==> config.mk <==
export PLATFORM = sky130hd
export DESIGN_NAME = link_enhancement_control
export DESIGN_NICKNAME = d
export VERILOG_FILES = /design/src/common/link_enh_pkg.sv /design/src/hw/async_tx_start_gate.sv /design/src/hw/link_enhancement_control.sv
export SDC_FILE = /design/constraint.sdc
export NUM_CORES = 1
export LEC_CHECK = 0
export ABC_AREA = 1
export BUFFER_PORTS_ARGS = -buffer_cell sky130_fd_sc_hd__buf_2
export CAP_MARGIN = 30
export CORE_MARGIN = 10
export CORE_UTILIZATION = 35
export CTS_BUF_LIST = sky130_fd_sc_hd__clkbuf_2 sky130_fd_sc_hd__clkbuf_4 sky130_fd_sc_hd__clkbuf_8
export DETAILED_ROUTE_END_ITERATION = 8
export PLACE_DENSITY = 0.82
export SETUP_SLACK_MARGIN = 0.05
export SYNTH_ARGS = -nofsm -noshare
export SYNTH_HDL_FRONTEND = slang
export SYNTH_SLANG_ARGS = --single-unit
export TNS_END_PERCENT = 5
==> constraint.sdc <==
create_clock -name CLK_SYS -period 2.05 [get_ports CLK_SYS]
set_clock_uncertainty 0.05 [all_clocks]
set_input_delay 0.205 -clock CLK_SYS [delete_from_list [all_inputs] [get_ports CLK_SYS]]
set_output_delay 0.205 -clock CLK_SYS [all_outputs]
set_load 0.01 [all_outputs]
==> src/common/link_enh_pkg.sv <==
// constants for the link enhancement control register block
// assumes a 32-bit configuration access path and a byte-counted async transmit fifo
package link_enh_pkg;

  // ------------------------------------------------------------
  // register map
  // ------------------------------------------------------------
  localparam logic [7:0] LINK_ENHANCE_CTRL_OFFSET = 8'hF4;
  localparam logic [31:0] LINK_ENHANCE_CTRL_RESET = 32'h0000_1000;
  // writable positions: 15, 13..12, 10, 8, 7, 1; all others read zero
  localparam logic [31:0] LINK_ENHANCE_CTRL_WMASK = 32'h0000_B582;

  // ------------------------------------------------------------
  // field positions
  // ------------------------------------------------------------
  localparam int REORDER_DISABLE_BIT = 15;
  localparam int START_LEVEL_HI = 13;
  localparam int START_LEVEL_LO = 12;
  localparam int TS_STAMP_BIT = 10;
  localparam int VIDEO_STAMP_BIT = 8;
  localparam int PRIORITY_REQ_BIT = 7;
  localparam int ACCEL_BIT = 1;

  // ------------------------------------------------------------
  // start level encodings and byte thresholds
  // ------------------------------------------------------------
  localparam logic [1:0] LEVEL_STORE_FWD = 2'h0;
  localparam logic [1:0] LEVEL_1K7 = 2'h1;
  localparam logic [1:0] LEVEL_1K = 2'h2;
  localparam logic [1:0] LEVEL_512 = 2'h3;
  localparam int FIFO_LEVEL_W = 12;
  localparam logic [11:0] THRESH_2K_BYTES = 12'h800;
  localparam logic [11:0] THRESH_1K7_BYTES = 12'h6CC;
  localparam logic [11:0] THRESH_1K_BYTES = 12'h400;
  localparam logic [11:0] THRESH_512_BYTES = 12'h200;

  // ------------------------------------------------------------
  // stream format codes that receive timestamp handling
  // ------------------------------------------------------------
  localparam logic [5:0] FMT_TRANSPORT_STREAM = 6'h20;
  localparam logic [5:0] FMT_VIDEO = 6'h00;

endpackage : link_enh_pkg

==> src/hw/async_tx_start_gate.sv <==
// async transmit start decision from fifo level, end token and start level
// assumes fifo level and token flags are synchronous to the system clock
`timescale 1ns/1ps
`default_nettype none
module async_tx_start_gate (
  // clock and reset
  input wire logic clk,
  input wire logic rst,
  // configuration
  input wire logic [1:0] start_level,
  input wire logic force_store_fwd,
  // fifo state
  input wire logic [11:0] fifo_level,
  input wire logic eop_in_fifo,
  input wire logic pkt_waiting,
  // decision
  output logic start_q
);

  // ------------------------------------------------------------
  // threshold lookup
  // ------------------------------------------------------------
  function automatic logic [11:0] level_bytes(input logic [1:0] sel);
    case (sel)
      link_enh_pkg::LEVEL_1K7: level_bytes = link_enh_pkg::THRESH_1K7_BYTES;
      link_enh_pkg::LEVEL_1K: level_bytes = link_enh_pkg::THRESH_1K_BYTES;
      link_enh_pkg::LEVEL_512: level_bytes = link_enh_pkg::THRESH_512_BYTES;
      default: level_bytes = link_enh_pkg::THRESH_2K_BYTES;
    endcase
  endfunction : level_bytes

  logic store_fwd;
  logic start_d;

  // store-and-forward waits for the end token only
  always_comb begin
    store_fwd = force_store_fwd || (start_level == link_enh_pkg::LEVEL_STORE_FWD);
    if (!pkt_waiting) begin
      start_d = 1'b0;
    end else if (store_fwd) begin
      start_d = eop_in_fifo;
    end else begin
      start_d = eop_in_fifo || (fifo_level >= level_bytes(start_level));
    end
  end

  // registered so the transmit engine sees a clean level
  always_ff @(posedge clk) begin
    if (rst) begin
      start_q <= 1'b0;
    end else begin
      start_q <= start_d;
    end
  end

endmodule : async_tx_start_gate
`default_nettype wire

==> src/hw/link_enhancement_control.sv <==
// link enhancement control register and the gating of its enhancements
// assumes configuration and serial eeprom loader writes arrive as one-cycle strobes
// Contract
// - enhancements act only while the phy enhancement gate input is high
// - reserved bits 31-16, 14, 11, 9, 6-2, 0 ignore writes, read zero
// - bit 15 set stops out-of-order async transmit pipelining
// - bits 13-12 give initial transmit threshold, used until first fifo underrun
// - 00 about 2K store-forward, 01 about 1.7K reset, 10 1K, 11 512
// - lower thresholds start at threshold or on a whole packet, whichever first
// - fifo empty mid-packet is underrun; switch to store-and-forward
// - retries use 2K threshold, transmit only with the whole packet held
// - 2K setting waits for end-of-packet token before transmitting
// - retries register cleared forces store-and-forward always
// - bit 10 enables timestamp handling for format code 20h streams
// - bit 8 enables timestamp handling for format code 00h streams
// - bit 7 enables priority arbitration answers; software should set it
// - bit 1 tells the phy the link supports acceleration and concatenation
`timescale 1ns/1ps
`default_nettype none
module link_enhancement_control (
  // clock and reset
  input wire logic CLK_SYS,
  input wire logic RST,
  // configuration access
  input wire logic CFG_WR,
  input wire logic CFG_RD,
  input wire logic [7:0] CFG_ADDR,
  input wire logic [3:0] CFG_BE,
  input wire logic [31:0] CFG_WDATA,
  output logic [31:0] CFG_RDATA,
  output logic CFG_HIT,
  // serial eeprom loader
  input wire logic EE_WR,
  input wire logic [31:0] EE_WDATA,
  // host controller state
  input wire logic PHY_ENHANCE_GATE,
  input wire logic RETRIES_CLEARED,
  // async transmit fifo
  input wire logic [11:0] FIFO_LEVEL,
  input wire logic EOP_IN_FIFO,
  input wire logic PKT_WAITING,
  input wire logic TX_ACTIVE,
  input wire logic FIFO_EMPTY,
  input wire logic RETRY,
  output logic TX_START,
  output logic UNDERRUN,
  output logic STORE_FWD_MODE,
  // isochronous transmit stream
  input wire logic CIP_STREAM,
  input wire logic [5:0] STREAM_FORMAT_CODE,
  output logic STAMP_APPLY,
  // link and phy controls
  output logic ASYNC_TX_REORDER_DISABLE,
  output logic PRIORITY_REQ_ENABLE,
  output logic ACCEL_ENABLE
);

  // ------------------------------------------------------------
  // register storage and access decode
  // ------------------------------------------------------------
  logic [31:0] link_enhance_ctrl_q;
  logic [31:0] link_enhance_ctrl_d;
  logic [31:0] be_mask;
  logic cfg_write;
  logic cfg_read;

  // same address decode serves both directions
  function automatic logic hits_reg(input logic [7:0] addr);
    hits_reg = (addr[7:2] == link_enh_pkg::LINK_ENHANCE_CTRL_OFFSET[7:2]);
  endfunction : hits_reg

  assign cfg_write = CFG_WR && hits_reg(CFG_ADDR);
  assign cfg_read = CFG_RD && hits_reg(CFG_ADDR);

  // byte enables widened to a bit mask
  genvar lane;
  generate
    for (lane = 0; lane < 4; lane++) begin : g_lane
      assign be_mask[lane*8 +: 8] = {8{CFG_BE[lane]}};
    end
  endgenerate

  // host write wins over a loader write in the same cycle
  always_comb begin
    link_enhance_ctrl_d = link_enhance_ctrl_q;
    if (cfg_write) begin
      link_enhance_ctrl_d = (link_enhance_ctrl_q & ~(be_mask & link_enh_pkg::LINK_ENHANCE_CTRL_WMASK))
        | (CFG_WDATA & be_mask & link_enh_pkg::LINK_ENHANCE_CTRL_WMASK);
    end else if (EE_WR) begin
      link_enhance_ctrl_d = EE_WDATA & link_enh_pkg::LINK_ENHANCE_CTRL_WMASK;
    end
  end

  // register updates on the edge that completes the write
  always_ff @(posedge CLK_SYS) begin
    if (RST) begin
      link_enhance_ctrl_q <= link_enh_pkg::LINK_ENHANCE_CTRL_RESET;
    end else begin
      link_enhance_ctrl_q <= link_enhance_ctrl_d;
    end
  end

  // read data registered, one cycle after the strobe; zero when not addressed
  always_ff @(posedge CLK_SYS) begin
    if (RST) begin
      CFG_RDATA <= 32'h0000_0000;
      CFG_HIT <= 1'b0;
    end else begin
      CFG_HIT <= cfg_read;
      CFG_RDATA <= cfg_read ? (link_enhance_ctrl_q & link_enh_pkg::LINK_ENHANCE_CTRL_WMASK)
        : 32'h0000_0000;
    end
  end

  // ------------------------------------------------------------
  // gated enhancement bits
  // ------------------------------------------------------------
  logic reorder_dis_eff;
  logic ts_stamp_eff;
  logic video_stamp_eff;
  logic priority_eff;
  logic accel_eff;
  logic [1:0] start_level_eff;

  // nothing takes effect while the gate is low; level then falls back to store-forward
  always_comb begin
    reorder_dis_eff = PHY_ENHANCE_GATE && link_enhance_ctrl_q[link_enh_pkg::REORDER_DISABLE_BIT];
    ts_stamp_eff = PHY_ENHANCE_GATE && link_enhance_ctrl_q[link_enh_pkg::TS_STAMP_BIT];
    video_stamp_eff = PHY_ENHANCE_GATE && link_enhance_ctrl_q[link_enh_pkg::VIDEO_STAMP_BIT];
    priority_eff = PHY_ENHANCE_GATE && link_enhance_ctrl_q[link_enh_pkg::PRIORITY_REQ_BIT];
    accel_eff = PHY_ENHANCE_GATE && link_enhance_ctrl_q[link_enh_pkg::ACCEL_BIT];
    start_level_eff = PHY_ENHANCE_GATE
      ? link_enhance_ctrl_q[link_enh_pkg::START_LEVEL_HI:link_enh_pkg::START_LEVEL_LO]
      : link_enh_pkg::LEVEL_STORE_FWD;
  end

  // control outputs registered for glitch-free fan-out
  always_ff @(posedge CLK_SYS) begin
    if (RST) begin
      ASYNC_TX_REORDER_DISABLE <= 1'b0;
      PRIORITY_REQ_ENABLE <= 1'b0;
      ACCEL_ENABLE <= 1'b0;
    end else begin
      ASYNC_TX_REORDER_DISABLE <= reorder_dis_eff;
      PRIORITY_REQ_ENABLE <= priority_eff;
      ACCEL_ENABLE <= accel_eff;
    end
  end

  // ------------------------------------------------------------
  // isochronous timestamp selection
  // ------------------------------------------------------------
  logic stamp_d;

  // only the two known format codes are ever stamped
  always_comb begin
    stamp_d = 1'b0;
    if (CIP_STREAM) begin
      case (STREAM_FORMAT_CODE)
        link_enh_pkg::FMT_TRANSPORT_STREAM: stamp_d = ts_stamp_eff;
        link_enh_pkg::FMT_VIDEO: stamp_d = video_stamp_eff;
        default: stamp_d = 1'b0;
      endcase
    end
  end

  always_ff @(posedge CLK_SYS) begin
    if (RST) begin
      STAMP_APPLY <= 1'b0;
    end else begin
      STAMP_APPLY <= stamp_d;
    end
  end

  // ------------------------------------------------------------
  // underrun detection and store-and-forward fallback
  // ------------------------------------------------------------
  logic underrun_hit;
  logic fallen_back_q;
  logic force_store_fwd;

  // fifo drained while a packet is still going out and its end is not yet in
  assign underrun_hit = TX_ACTIVE && FIFO_EMPTY && !EOP_IN_FIFO;

  // fallback is sticky until reset: the programmed level is only an initial value
  always_ff @(posedge CLK_SYS) begin
    if (RST) begin
      fallen_back_q <= 1'b0;
      UNDERRUN <= 1'b0;
    end else begin
      UNDERRUN <= underrun_hit;
      if (underrun_hit) begin
        fallen_back_q <= 1'b1;
      end
    end
  end

  // retry and cleared retry count override any programmed level
  assign force_store_fwd = fallen_back_q || RETRY || RETRIES_CLEARED;

  always_ff @(posedge CLK_SYS) begin
    if (RST) begin
      STORE_FWD_MODE <= 1'b1;
    end else begin
      STORE_FWD_MODE <= force_store_fwd || (start_level_eff == link_enh_pkg::LEVEL_STORE_FWD);
    end
  end

  // ------------------------------------------------------------
  // transmit start decision
  // ------------------------------------------------------------
  async_tx_start_gate async_tx_start_gate_inst (
    .clk(CLK_SYS),
    .rst(RST),
    .start_level(start_level_eff),
    .force_store_fwd(force_store_fwd),
    .fifo_level(FIFO_LEVEL),
    .eop_in_fifo(EOP_IN_FIFO),
    .pkt_waiting(PKT_WAITING),
    .start_q(TX_START)
  );

endmodule : link_enhancement_control
`default_nettype wire

==> key figures <==
Clock network
  – Post-CTS resize count: 0
  – TritonCTS Buffers: 3
  – Clk sinks: 23
  – CTS hold repair buffers: 0
  – Longest Clk Path Bufs: 2
  – CTS H-tree lvls: 1
  – Clock Pin Slew Worst Setup and Hold Paths: 0.08 ns
  – CTS tree: done
  – Clk_lat worst skew: 0.26 ns
  – Clock root buffer: clkbuf_8
  – Postcts setup bufs: 0

Finish
  – Most frequent cells in the layout: buf_2 (67), nand2_1 (35), inv_1 (25), conb_1 (25), dfxtp_1 (22)
  – Storage element area: 461.7 um^2
  – Share of cells above drive strength 1: 34.94%
  – Multi-input combinational cell area: 690.7 um^2
  – Final #Nets: 363
  – Final Util: 46.17%
  – Fill cells: 374
  – ANT cells: 0
  – Commonest non-fill, non-tap cell in the layout: buf_2
  – Synth-to-Final Area Change: 28.06%

STA
  – Setup TNS: 0 ns
  – Min Tclk post-route: 1.837 ns
  – RSZ-0062 raised after global routing: false
  – Worst Hold Slack: 0.05273 ns
  – Max Clk Rate: 544.5 MHz
  – Final setup vio count: 0
  – Period utilization: 89.59%
  – Final slew viol count: 0
  – Final hold vios: 0

Die
  – Die Y-Extent: 81.41 um
  – Number of I/O pins: 147
  – Die W: 81.41 um
  – Die Footprint: 0.006628 mm^2
  – CORE AREA: 0.003661 mm^2
  – Num rows: 22
  – Initial Util: 36.06%

GRT
  – Total track usage: 9.513%
  – First-pass GRT wire length: 5175 um
  – Vias in the first global route: 1254
  – Initial antenna violation count: 0
  – Largest net degree at the start of global routing: 18
  – Grt total ovfl: 0

Synth
  – Seq/Total Area, Yosys: 34.88%
  – Mapped Area: 0.001320 mm^2
  – Distinct cells, synth: 24
  – Yosys Warn Count: 0
  – Synthesized instance count: 181
  – #FFs+latches synth: 23
  – Syn_area_per_cell: 7.293 um^2

Detailed routing
  – # DRC: 0
  – DRT Pass-1 Iters: 4
  – Overall via count from detail_route: 1227
  – Detailed Route WL: 3423 um
  – DR WL/cell: 11.53 um
  – 1st-iter DRT viols: 57
  – Vias/cell: 4.131
  – Number of routed nets with antenna violations: 0

Status
  – Status: completed

Place
  – RD Place Congestion: 0.7854
  – Port Buffers: 67
  – Hpwl dp: 2965 um

Critical path
  – Crit-path cells: nand2_2, inv_1, ha_4, inv_1, ha_1, or2_2, nor2_1, nand3_1, nand2_1, nand2_1, nand2_1, a21oi_2
  – Critical path class: flip-flop to flip-flop
  – CP Data Required Time: 2.16 ns
  – Crit path arrival time: 1.94 ns
  – Delay-heaviest family, CP: simple AND/OR/NAND/NOR gates
  – CP Max Fanout: 4
  – CP most frequent cell: nand2_1
  – Slowest stage delay, CP: 0.36 ns
  – Worst path buffer plus inverter count: 2
  – Crit path launch type: flip-flop
  – Critical Path Sink Type: flip-flop
  – Crit-path slowest cell: dfxtp_2

Worst hold path
  – Hold/Removal Path Class: input pin to flip-flop
  – Hold Crit Start: STREAM_FORMAT_CODE[2]

Power and ir drop
  – Pleak: 0.9277 nW
  – VDD IR-drop max: 0.2479 mV
  – Final total power: 0.9615 mW
  – PwrDens: 568.8 mW/mm^2

Run
  – Max-cap violations: 0
[synthesized netlist by cell type, drive strengths merged]
master   number  share of area, %
buf          27                15
nor2         17               5.6
nor3          4               1.5
ha            6               5.7
o21ai        17               7.9
or2           2              0.95
dfxtp        23                35
inv          25               7.1
o2111ai       1              0.66
nand3         8               4.0
a21oi         9               3.4
nand2        37                11
nor4          2              0.95
nand4         2              0.95
conb          1              0.28
[final timing paths]
kind	end	slack (ns)	cells past startpoint
worst max-delay path	async_tx_start_gate_inst.start_q$_SDFF_PP0_	0.21	12
worst min-delay path	STAMP_APPLY$_SDFF_PP0_	0.05	2
worst max register to register	async_tx_start_gate_inst.start_q$_SDFF_PP0_	0.21	12
worst min register to register	CFG_RDATA[12]$_SDFF_PP0_	0.41	2
[metal layers]
| metal | vias up | global-route usage [%] | routed length, um |
|---|---|---|---|
| met5 | - | 0 | 0 |
| met4 | 0 | 4.152 | 72 |
| met3 | 7 | 2.074 | 326 |
| met2 | 57 | 17.46 | 1656 |
| met1 | 506 | 10.20 | 1368 |
| li1 | 657 | - | - |
[stage by stage]
stage / cells / worst slack, ns / area [um^2]
floorplan: 205 / 0.2937 / 1410
global placement: 293 / 0.1562 / 1602
detailed placement: 293 / 0.09885 / 1602
CTS: 297 / 0.09953 / 1650
global route: 297 / 0.04627 / 1690
finish: 297 / 0.2135 / 1690
[power by group]
| part | internal (mW) | switching, mW |
|---|---|---|
| sequential | 0.462 | 0.00601 |
| combinational | 0.0890 | 0.121 |
| clock | 0.152 | 0.132 |
| total | 0.703 | 0.259 |
[logic make-up (layout without fill, tap and decap cells)]
group	count (synthesis)	after routing	synth area share, %
other	1	25	0.2841
AO/OA/AOI/OAI	27	27	11.94
flip-flops	23	23	34.88
buffers and inverters	52	96	22.56
adder cells (fa/ha/maj)	6	6	5.687
AND/OR/NAND/NOR	72	72	24.64
[layout make-up]
| class | instances | area share [%] |
|---|---|---|
| multi-input combinational | 130 | 40.86 |
| sequential | 23 | 27.31 |
| timing repair buffer | 67 | 19.84 |
| inverter | 25 | 5.551 |
| tap | 48 | 3.553 |
| clock buffer | 4 | 2.887 |
(Power assumes the default switching activity.)
